===== config.mk =====
export PLATFORM = sky130hd
export DESIGN_NAME = ppf_handshake
export DESIGN_NICKNAME = d
export VERILOG_FILES = /design/src/hw/ppf_fifo.v /design/src/hw/ppf_filter.v /design/src/hw/ppf_handshake.v
export VERILOG_INCLUDE_DIRS = /design/src /design/src/hw
export SDC_FILE = /design/constraint.sdc
export NUM_CORES = 1
export LEC_CHECK = 0
export BUFFER_PORTS_ARGS = -buffer_cell sky130_fd_sc_hd__buf_4
export CORE_MARGIN = 4
export CORE_UTILIZATION = 45
export CTS_BUF_LIST = sky130_fd_sc_hd__clkbuf_16
export DETAILED_ROUTE_END_ITERATION = 7
export HOLD_SLACK_MARGIN = 0.15
export PLACE_DENSITY = 0.73
export REMOVE_ABC_BUFFERS = 1
export SKIP_LAST_GASP = 1
export SYNTH_ARGS = -nofsm -noshare
export SYNTH_HDL_FRONTEND = slang
export SYNTH_HIERARCHICAL = 1
export SYNTH_SLANG_ARGS = --single-unit

===== constraint.sdc =====
create_clock -name clk_i -period 9.6 [get_ports clk_i]
set_clock_uncertainty 0.15 [all_clocks]
set_input_delay 2.88 -clock clk_i [delete_from_list [all_inputs] [get_ports clk_i]]
set_output_delay 2.88 -clock clk_i [all_outputs]
set_load 0.03 [all_outputs]

===== src/hw/ppf_consts.vh =====
// Timing, mode and buffer constants for the parallel port handshake engine
`ifndef PPF_CONSTS_VH
`define PPF_CONSTS_VH

// Clock period in ns
`define PPF_CLK_NS          40

// Minimum times round up to whole cycles, maximum times round down
`define PPF_CEIL(ns)        (((ns) + `PPF_CLK_NS - 1) / `PPF_CLK_NS)
`define PPF_FLOOR(ns)       ((ns) / `PPF_CLK_NS)

// Compatibility FIFO mode times in ns
`define PPF_T_SETUP_NS      600
`define PPF_T_WIDTH_NS      600
`define PPF_T_HOLD_NS       450
`define PPF_T_BUSY_RESP_NS  500
`define PPF_T_GAP_NS        680
`define PPF_T_BUSY_HOLD_NS  80

// ECP forward and reverse turnaround minimum in ns
`define PPF_T_ECP_MIN_NS    80

// Input stability filter minimum in ns
`define PPF_T_FILT_NS       75

// Operating modes
`define PPF_MODE_OFF        2'h0
`define PPF_MODE_COMPAT     2'h1
`define PPF_MODE_ECP_FWD    2'h2
`define PPF_MODE_ECP_REV    2'h3

// Transmit buffer shape: command flag plus one byte
`define PPF_TX_WIDTH        9
`define PPF_TX_DEPTH        8
`define PPF_TX_AW           3

// Pin levels after reset
`define PPF_STROBE_IDLE     1'b1
`define PPF_ACK_IDLE        1'b1
`define PPF_DATA_RESET      8'h00

`endif


===== src/hw/ppf_fifo.v =====
// Flip-flop FIFO with valid/ready on both sides
`timescale 1ns/1ps
`include "ppf_consts.vh"

module ppf_fifo #(
	parameter WIDTH = `PPF_TX_WIDTH,
	parameter DEPTH = `PPF_TX_DEPTH,
	parameter AW    = `PPF_TX_AW
) (
	// Clock and reset
	input  wire             clk_i,
	input  wire             rst_i,
	// Fill side
	input  wire [WIDTH-1:0] in_data_i,
	input  wire             in_valid_i,
	output wire             in_ready_o,
	// Drain side
	output wire [WIDTH-1:0] out_data_o,
	output wire             out_valid_o,
	input  wire             out_ready_i
);

	reg [WIDTH-1:0] mem_reg [0:DEPTH-1];
	reg [AW-1:0]    wr_ptr_reg;
	reg [AW-1:0]    rd_ptr_reg;
	reg [AW:0]      count_reg;

	localparam integer  DEPTH_I    = DEPTH;
	localparam integer  LAST_I     = DEPTH - 1;
	localparam [AW:0]   FULL_COUNT = DEPTH_I[AW:0];
	localparam [AW-1:0] LAST_PTR   = LAST_I[AW-1:0];
	localparam [AW-1:0] PTR_ONE    = 1;
	localparam [AW:0]   CNT_ONE    = 1;

	wire push = in_valid_i && in_ready_o;
	wire pop  = out_valid_o && out_ready_i;

	assign in_ready_o  = (count_reg != FULL_COUNT);
	assign out_valid_o = (count_reg != {(AW+1){1'b0}});
	assign out_data_o  = mem_reg[rd_ptr_reg];

	always @(posedge clk_i) begin
		if (push) begin
			mem_reg[wr_ptr_reg] <= in_data_i;
		end
	end

	always @(posedge clk_i) begin
		if (rst_i) begin
			wr_ptr_reg <= {AW{1'b0}};
			rd_ptr_reg <= {AW{1'b0}};
			count_reg  <= {(AW+1){1'b0}};
		end else begin
			if (push) begin
				wr_ptr_reg <= (wr_ptr_reg == LAST_PTR) ? {AW{1'b0}} : wr_ptr_reg + PTR_ONE;
			end
			if (pop) begin
				rd_ptr_reg <= (rd_ptr_reg == LAST_PTR) ? {AW{1'b0}} : rd_ptr_reg + PTR_ONE;
			end
			if (push && !pop) begin
				count_reg <= count_reg + CNT_ONE;
			end else if (pop && !push) begin
				count_reg <= count_reg - CNT_ONE;
			end
		end
	end

endmodule // ppf_fifo


===== src/hw/ppf_filter.v =====
// Stability filter for a cable input: a new level passes once it has held
`timescale 1ns/1ps
`include "ppf_consts.vh"

module ppf_filter #(
	parameter INIT = 1'b0
) (
	// Clock and reset
	input  wire clk_i,
	input  wire rst_i,
	// Raw and filtered level
	input  wire raw_i,
	output wire level_o
);

	localparam integer N_FILT = `PPF_CEIL(`PPF_T_FILT_NS);
	localparam [1:0]   C_FILT = N_FILT[1:0];
	localparam [1:0] C_ONE  = 2'h1;

	reg       level_reg;
	reg [1:0] cnt_reg;

	assign level_o = level_reg;

	// Any bounce back to the old level restarts the wait, which rejects cable ringing
	always @(posedge clk_i) begin
		if (rst_i) begin
			level_reg <= INIT;
			cnt_reg   <= 2'h0;
		end else if (raw_i == level_reg) begin
			cnt_reg <= 2'h0;
		end else if (cnt_reg == C_FILT - C_ONE) begin
			level_reg <= raw_i;
			cnt_reg   <= 2'h0;
		end else begin
			cnt_reg <= cnt_reg + C_ONE;
		end
	end

endmodule // ppf_filter


===== src/hw/ppf_handshake.v =====
// Parallel port handshake engine: compatibility FIFO, ECP forward and ECP reverse
`timescale 1ns/1ps
`include "ppf_consts.vh"

// Summary of operation
// - Compatibility mode paces on busy, ignores acknowledge
// - Data valid 600 ns before strobe
// - Strobe low at least 600 ns
// - Hold data past busy low and 450 ns
// - Last byte stays driven when nothing pending
// - Wait 680 ns after busy low
// - Data stays 80 ns after busy low
// - ECP indicator and data just before strobe
// - ECP data changes 80-180 ns after busy low
// - Forward maximum only while data waits
// - ECP next strobe 80-200 ns after busy low
// - ECP strobe rises 80-180 ns after busy
// - Busy change needs stable filter time
// - Acknowledge rises 80-200 ns after clock low
// - Stall acknowledge low when full or terminal
// - Acknowledge falls 80-200 ns after clock high
// - Clock change needs stable filter time
// - Forward byte is the interlocked five-step sequence
module ppf_handshake (
	// Clock and reset
	input  wire       clk_i,
	input  wire       rst_i,
	// Mode select and status
	input  wire [1:0] mode_i,
	output wire       active_o,
	output wire       stall_o,
	output wire       busy_late_o,
	// Transmit stream from the system
	input  wire [7:0] tx_data_i,
	input  wire       tx_cmd_i,
	input  wire       tx_valid_i,
	output wire       tx_ready_o,
	// Receive stream to the system
	output wire [7:0] rx_data_o,
	output wire       rx_valid_o,
	input  wire       rx_ready_i,
	input  wire       tc_i,
	// Cable pins
	output wire       host_strobe_n_o,
	output wire       host_ack_n_o,
	output wire [7:0] port_data_o,
	output wire       port_data_oe_o,
	input  wire [7:0] port_data_i,
	input  wire       periph_busy_i,
	input  wire       periph_clk_n_i
);

	// Cycle counts from the nanosecond limits, cut to counter width on purpose
	localparam integer N_SETUP = `PPF_CEIL(`PPF_T_SETUP_NS);
	localparam integer N_WIDTH = `PPF_CEIL(`PPF_T_WIDTH_NS);
	localparam integer N_HOLD  = `PPF_CEIL(`PPF_T_HOLD_NS);
	localparam integer N_RESP  = `PPF_FLOOR(`PPF_T_BUSY_RESP_NS);
	localparam integer N_GAP   = `PPF_CEIL(`PPF_T_GAP_NS);
	localparam integer N_BHOLD = `PPF_CEIL(`PPF_T_BUSY_HOLD_NS);
	localparam integer N_EMIN  = `PPF_CEIL(`PPF_T_ECP_MIN_NS);
	localparam [4:0] C_SETUP = N_SETUP[4:0];
	localparam [4:0] C_WIDTH = N_WIDTH[4:0];
	localparam [4:0] C_HOLD  = N_HOLD[4:0];
	localparam [4:0] C_RESP  = N_RESP[4:0];
	localparam [4:0] C_GAP   = N_GAP[4:0];
	localparam [4:0] C_BHOLD = N_BHOLD[4:0];
	localparam [4:0] C_EMIN  = N_EMIN[4:0];
	localparam [4:0] C_ONE   = 5'h01;
	localparam [4:0] C_SAT   = 5'h1F;

	// States
	localparam [2:0] S_IDLE  = 3'h0;
	localparam [2:0] S_SETUP = 3'h1;
	localparam [2:0] S_STRB  = 3'h2;
	localparam [2:0] S_HOLD  = 3'h3;
	localparam [2:0] S_WLO   = 3'h4;
	localparam [2:0] S_RACK  = 3'h5;

	// Idle level of the acknowledge pin in each mode
	function ack_idle;
		input [1:0] mode;
		input       last_ack;
		begin
			case (mode)
				`PPF_MODE_ECP_FWD: ack_idle = last_ack;
				`PPF_MODE_ECP_REV: ack_idle = 1'b0;
				default:           ack_idle = `PPF_ACK_IDLE;
			endcase
		end
	endfunction

	// Saturating increment keeps long waits from wrapping into a false match
	function [4:0] sat_inc;
		input [4:0] v;
		begin
			sat_inc = (v == C_SAT) ? v : v + C_ONE;
		end
	endfunction

	reg [2:0] state_reg;
	reg [2:0] state_next;
	reg [4:0] cnt_reg;
	reg [4:0] cnt_next;
	reg [4:0] busy_lo_reg;
	reg [1:0] mode_reg;
	reg       strobe_n_reg;
	reg       strobe_n_next;
	reg       ack_n_reg;
	reg       ack_n_next;
	reg [7:0] data_reg;
	reg [7:0] data_next;
	reg [7:0] rx_data_reg;
	reg       rx_valid_reg;
	reg       rx_take;
	reg       tx_pop;
	reg       busy_late_reg;
	reg       busy_late_next;

	wire       busy_f;
	wire       pclk_n_f;
	wire [8:0] fifo_out;
	wire       fifo_valid;
	wire       mode_change = (mode_i != mode_reg);
	wire       rx_room     = !rx_valid_reg || rx_ready_i;
	wire       gap_ok      = (busy_lo_reg >= C_GAP) && (busy_lo_reg >= C_BHOLD);
	wire       late_evt    = (mode_reg == `PPF_MODE_COMPAT) && (state_reg == S_STRB) &&
	                         !busy_f && (cnt_reg == C_RESP);

	ppf_fifo #(
		.WIDTH (`PPF_TX_WIDTH),
		.DEPTH (`PPF_TX_DEPTH),
		.AW    (`PPF_TX_AW)
	) u_tx_fifo (
		.clk_i       (clk_i),
		.rst_i       (rst_i),
		.in_data_i   ({tx_cmd_i, tx_data_i}),
		.in_valid_i  (tx_valid_i),
		.in_ready_o  (tx_ready_o),
		.out_data_o  (fifo_out),
		.out_valid_o (fifo_valid),
		.out_ready_i (tx_pop)
	);

	ppf_filter #(
		.INIT (1'b0)
	) u_busy_filt (
		.clk_i   (clk_i),
		.rst_i   (rst_i),
		.raw_i   (periph_busy_i),
		.level_o (busy_f)
	);

	ppf_filter #(
		.INIT (1'b1)
	) u_pclk_filt (
		.clk_i   (clk_i),
		.rst_i   (rst_i),
		.raw_i   (periph_clk_n_i),
		.level_o (pclk_n_f)
	);

	assign host_strobe_n_o = strobe_n_reg;
	assign host_ack_n_o    = ack_n_reg;
	assign port_data_o     = data_reg;
	assign port_data_oe_o  = (mode_reg != `PPF_MODE_ECP_REV);
	assign rx_data_o       = rx_data_reg;
	assign rx_valid_o      = rx_valid_reg;
	assign active_o        = (state_reg != S_IDLE);
	assign busy_late_o     = busy_late_reg;
	assign stall_o         = (mode_reg == `PPF_MODE_ECP_REV) && (state_reg == S_IDLE) &&
	                         !pclk_n_f && (!rx_room || tc_i);

	// Time since the filtered busy line last went low
	always @(posedge clk_i) begin
		if (rst_i || busy_f) begin
			busy_lo_reg <= 5'h00;
		end else begin
			busy_lo_reg <= sat_inc(busy_lo_reg);
		end
	end

	always @* begin
		state_next     = state_reg;
		cnt_next       = cnt_reg;
		strobe_n_next  = strobe_n_reg;
		ack_n_next     = ack_n_reg;
		data_next      = data_reg;
		busy_late_next = busy_late_reg;
		tx_pop         = 1'b0;
		rx_take        = 1'b0;
		if (mode_change) begin
			state_next     = S_IDLE;
			cnt_next       = 5'h00;
			strobe_n_next  = `PPF_STROBE_IDLE;
			ack_n_next     = ack_idle(mode_i, ack_n_reg);
			// A late event in the same cycle wins over the clear
			busy_late_next = late_evt;
		end else begin
			case (mode_reg)
				`PPF_MODE_COMPAT: begin
					case (state_reg)
						S_IDLE: begin
							// Without a pending byte the old one simply stays on the pins
							if (fifo_valid && gap_ok) begin
								tx_pop     = 1'b1;
								data_next  = fifo_out[7:0];
								cnt_next   = 5'h00;
								state_next = S_SETUP;
							end
						end
						S_SETUP: begin
							cnt_next = sat_inc(cnt_reg);
							if (cnt_reg >= C_SETUP - C_ONE) begin
								strobe_n_next = 1'b0;
								cnt_next      = 5'h00;
								state_next    = S_STRB;
							end
						end
						S_STRB: begin
							cnt_next = sat_inc(cnt_reg);
							// Flag a peripheral that misses its busy response window
							if (late_evt) begin
								busy_late_next = 1'b1;
							end
							if (cnt_reg >= C_WIDTH - C_ONE) begin
								strobe_n_next = 1'b1;
								cnt_next      = 5'h00;
								state_next    = S_HOLD;
							end
						end
						S_HOLD: begin
							cnt_next = sat_inc(cnt_reg);
							if (cnt_reg >= C_HOLD - C_ONE && !busy_f) begin
								state_next = S_IDLE;
							end
						end
						default: begin
							state_next    = S_IDLE;
							strobe_n_next = `PPF_STROBE_IDLE;
						end
					endcase
				end
				`PPF_MODE_ECP_FWD: begin
					case (state_reg)
						S_IDLE: begin
							// An empty FIFO may idle here without any limit
							if (fifo_valid && !busy_f) begin
								tx_pop     = 1'b1;
								data_next  = fifo_out[7:0];
								ack_n_next = !fifo_out[8];
								state_next = S_SETUP;
							end
						end
						S_SETUP: begin
							// One cycle of setup sits inside the short setup window
							strobe_n_next = 1'b0;
							cnt_next      = 5'h00;
							state_next    = S_STRB;
						end
						S_STRB: begin
							cnt_next = busy_f ? sat_inc(cnt_reg) : 5'h00;
							if (busy_f && cnt_reg >= C_EMIN - C_ONE) begin
								strobe_n_next = 1'b1;
								cnt_next      = 5'h00;
								state_next    = S_WLO;
							end
						end
						S_WLO: begin
							cnt_next = busy_f ? 5'h00 : sat_inc(cnt_reg);
							if (!busy_f && cnt_reg >= C_EMIN - C_ONE) begin
								cnt_next = 5'h00;
								if (fifo_valid) begin
									tx_pop     = 1'b1;
									data_next  = fifo_out[7:0];
									ack_n_next = !fifo_out[8];
									state_next = S_SETUP;
								end else begin
									state_next = S_IDLE;
								end
							end
						end
						default: begin
							state_next    = S_IDLE;
							strobe_n_next = `PPF_STROBE_IDLE;
						end
					endcase
				end
				`PPF_MODE_ECP_REV: begin
					case (state_reg)
						S_IDLE: begin
							cnt_next = pclk_n_f ? 5'h00 : sat_inc(cnt_reg);
							// Full receive side or terminal count holds acknowledge low
							if (!pclk_n_f && cnt_reg >= C_EMIN - C_ONE &&
							    rx_room && !tc_i) begin
								rx_take    = 1'b1;
								ack_n_next = 1'b1;
								cnt_next   = 5'h00;
								state_next = S_RACK;
							end
						end
						S_RACK: begin
							cnt_next = pclk_n_f ? sat_inc(cnt_reg) : 5'h00;
							if (pclk_n_f && cnt_reg >= C_EMIN - C_ONE) begin
								ack_n_next = 1'b0;
								cnt_next   = 5'h00;
								state_next = S_IDLE;
							end
						end
						default: begin
							state_next = S_IDLE;
							ack_n_next = 1'b0;
						end
					endcase
				end
				default: begin
					state_next    = S_IDLE;
					cnt_next      = 5'h00;
					strobe_n_next = `PPF_STROBE_IDLE;
				end
			endcase
		end
	end

	always @(posedge clk_i) begin
		if (rst_i) begin
			state_reg     <= S_IDLE;
			cnt_reg       <= 5'h00;
			mode_reg      <= `PPF_MODE_OFF;
			strobe_n_reg  <= `PPF_STROBE_IDLE;
			ack_n_reg     <= `PPF_ACK_IDLE;
			data_reg      <= `PPF_DATA_RESET;
			busy_late_reg <= 1'b0;
		end else begin
			state_reg     <= state_next;
			cnt_reg       <= cnt_next;
			mode_reg      <= mode_i;
			strobe_n_reg  <= strobe_n_next;
			ack_n_reg     <= ack_n_next;
			data_reg      <= data_next;
			busy_late_reg <= busy_late_next;
		end
	end

	// Receive holding word; a new capture is only allowed once this slot frees
	always @(posedge clk_i) begin
		if (rst_i) begin
			rx_valid_reg <= 1'b0;
			rx_data_reg  <= `PPF_DATA_RESET;
		end else if (rx_take) begin
			rx_valid_reg <= 1'b1;
			rx_data_reg  <= port_data_i;
		end else if (rx_ready_i) begin
			rx_valid_reg <= 1'b0;
		end
	end

endmodule // ppf_handshake


==> flow_summary.toml <==
[floorplan]
die_w_um = 121
fp.dieArea_um2 = 14600
rows = 40
pin_count = 50
start_util = 0.468
die_h_um = 121
coreArea_um2 = 12300

[global_route]
grt_max_degree = 41
grt_antenna_before_repair = 0
track_usage = 0.170
grt-ovfl-total = 0
grt_pass1_vias = 3814
grt_pass1_wl_um = 19200

[place]
gp_congestion = 0.923
hpwlAfterDp_um = 7880
place.port_buffers = 49

[clock_network]
cts_setup_buffers = 0
clockRootBuffer = "clkbuf_16"
holdBufCountCts = 0
clockBufferDepth = 2
numCtsBuffers = 17
clkTransAtPathRegs_ns = 0.06
cts_tree = "built"
cts.sinks = 126
clk_latency_ns = 0.41
cts-htree-levels = 4
cts_resized = 0

[logic_synthesis]
synth-async-reset-ratio = 0
netlist.area_leader.share = 0.377
synth_xor_area_frac = 0.0137
avgSynthCellArea_um2 = 12.6
syn_inst = 455
synth_ff_type = "edfxtp_1"
synth_compound_area_frac = 0.0783
synth_area_um2 = 5730
synth_warnings = 6
synth-edff-count = 72
yosysUniqueCellTypes = 56
synth_fa_ha_area_frac = 0.0493
synth_seq_cells = 126
synth_area_leader_cell = "edfxtp_1"
synth.area.mux_share = 0.137
ys_seq_area_frac = 0.566
synthSimpleGateAreaFrac = 0.124
synth_top_family_by_area = "multiplexers"
synth_area_leaders = "edfxtp_1 38%, dfxtp_1 19%, mux4_1 8.2%"

[routing]
drt_iter0_markers = 351
avgViaCountPerCell = 5.59
routedWlPerCell_um = 17.3
vias = 3822
remaining_drc_errors = 0
ant_nets = 0
drtPass1Iterations = 5
routed_wl_um = 11800

[worst_setup_path]
cp_max_fo = 4
endpoint_kind = "primary output"
rr_worst_depth = 14
r2r-end = "u_tx_fifo/count_reg[3]"
cp.required_ns = 6.57
start_kind = "primary input"
r2r_start = "busy_lo_reg[1]"
crit_chain = "buf_4, nand2b_1, nor2b_1, nor3_1, buf_4"
cp_data_arrival_time_ns = 3.66
r2r_slack_ns = 5.95
critPathKind = "primary input to primary output"
slowest_delay_ns = 0.19
critical-path-slowest-cell = "buf_4"
crit_top_cell = "buf_4"

[power_and_ir_drop]
peakVddDrop_uv = 138
power_density_nw_per_um2 = 204
p_leak_nw = 2.60

[cells_and_area]
multiInputGateArea_um2 = 2340
largest_reg_flops = 72
nFillCells = 1015
regArea_um2 = 3240
finalNetCount = 551
antenna_cells = 0
final_layout_size_suffix_gt1_frac = 0.202
final_util = 0.555
area_delta_synth_final_pct = 18.6

[status]
status = "complete, no violations"

[sta]
final.period_utilization = 0.697
relSlewSlack = 0.296
fin_crit_ns = 6.69
fmax_mhz = 149
rsz0062_at_grt = "false"
hold_violations = 0
drv_slew = 0
setup_viol = 0
tightest_slew_ns = 1.05
setup_tns_ns = 0

[min_path]
hold-path-cell-count = 1
hold_path.class = "flip-flop to flip-flop"
hold_path.startpoint = "u_pclk_filt/cnt_reg[0]"
holdPathEnd = "u_pclk_filt/cnt_reg[0]"

[flow_run]
drv_cap = 0
where the power goes:
group	internal [mW]	switching [mW]
clock	0.366	0.254
sequential	0.599	0.0201
combinational	0.0638	0.0856
critical path: cells and delay by family:
kind | cells | cell delay (ns)
buf+inv | 2 | 0.29
simple gates | 3 | 0.49
worst max-delay path by stage:
stage                         end        from
after CTS                 stall_o  rx_ready_i
after global placement    stall_o  rx_ready_i
final                     stall_o  rx_ready_i
after detailed placement  stall_o  rx_ready_i
after floorplan           stall_o  rx_ready_i
after global routing      stall_o  rx_ready_i
logic make-up (layout without fill, tap and decap cells):
| logic type | after synthesis | in the layout |
|---|---|---|
| buf+inv | 37 | 98 |
| flops | 126 | 126 |
| xor+xnor | 9 | 9 |
| mux | 48 | 48 |
| simple gates | 144 | 144 |
| fa+ha+maj | 22 | 22 |
| compound gates | 69 | 69 |
cells in the final DEF (no fill, tap or decap), types with 5 or more instances in the layout:
cell	count
mux4_1	18
nand3_1	13
nor2_1	50
xor2_1	5
buf_4	50
inv_1	16
nor4_1	6
inv_6	5
nand2_1	22
mux2i_1	20
or3_1	6
mux2_2	10
edfxtp_1	72
clkbuf_16	17
ha_1	21
a31oi_1	5
dfxtp_1	54
o21ai_0	16
a21oi_1	23
nor2b_1	11
nand4_1	6
through the flow:
step	cells	hold slack (ns)	power (mW)	cell area (um2)	worst slack, ns
after global placement	652	0.264	0.770	6220	2.92
after detailed placement	652	0.270	0.779	6220	2.92
after CTS	684	0.278	1.40	6800	2.92
after floorplan	434	0.255	0.725	5610	2.70
final	684	0.275	1.39	6800	2.91
after global routing	684	0.305	1.45	6800	2.79
synthesized netlist by cell type (4+ instances only):
| library cell | instances |
|---|---|
| a21oi_1 | 23 |
| xnor2_1 | 4 |
| nor2b_1 | 11 |
| clkbuf_1 | 10 |
| nand4_1 | 6 |
| nand3_1 | 13 |
| nand2b_1 | 4 |
| mux2i_1 | 20 |
| inv_1 | 16 |
| o21ai_0 | 16 |
| edfxtp_1 | 72 |
| a31oi_1 | 5 |
| or3_1 | 6 |
| nand2_1 | 22 |
| nand3b_1 | 4 |
| mux2_2 | 10 |
| buf_2 | 6 |
| mux4_1 | 18 |
| ha_1 | 21 |
| xor2_1 | 5 |
| nor2_1 | 50 |
| nor4_1 | 7 |
| dfxtp_1 | 54 |
| nor3_1 | 8 |
routing by layer:
metal / up-vias / track usage / share of wire
met5: - / 0 / 0
met1: 1877 / 0.206 / 0.43
met3: 17 / 0.0410 / 0.047
met4: 0 / 0.0652 / 0.016
li1: 1819 / - / -
met2: 109 / 0.294 / 0.51
final cells by class:
type / instances / area share
Clock inverter: 15 / 0.0224
Clock buffer: 17 / 0.0625
Sequential cell: 126 / 0.477
Inverter: 16 / 0.00883
Multi-Input combinational cell: 292 / 0.343
Tap cell: 168 / 0.0309
Timing Repair Buffer: 50 / 0.0552
Note: power is estimated with default switching activity, not from simulation.
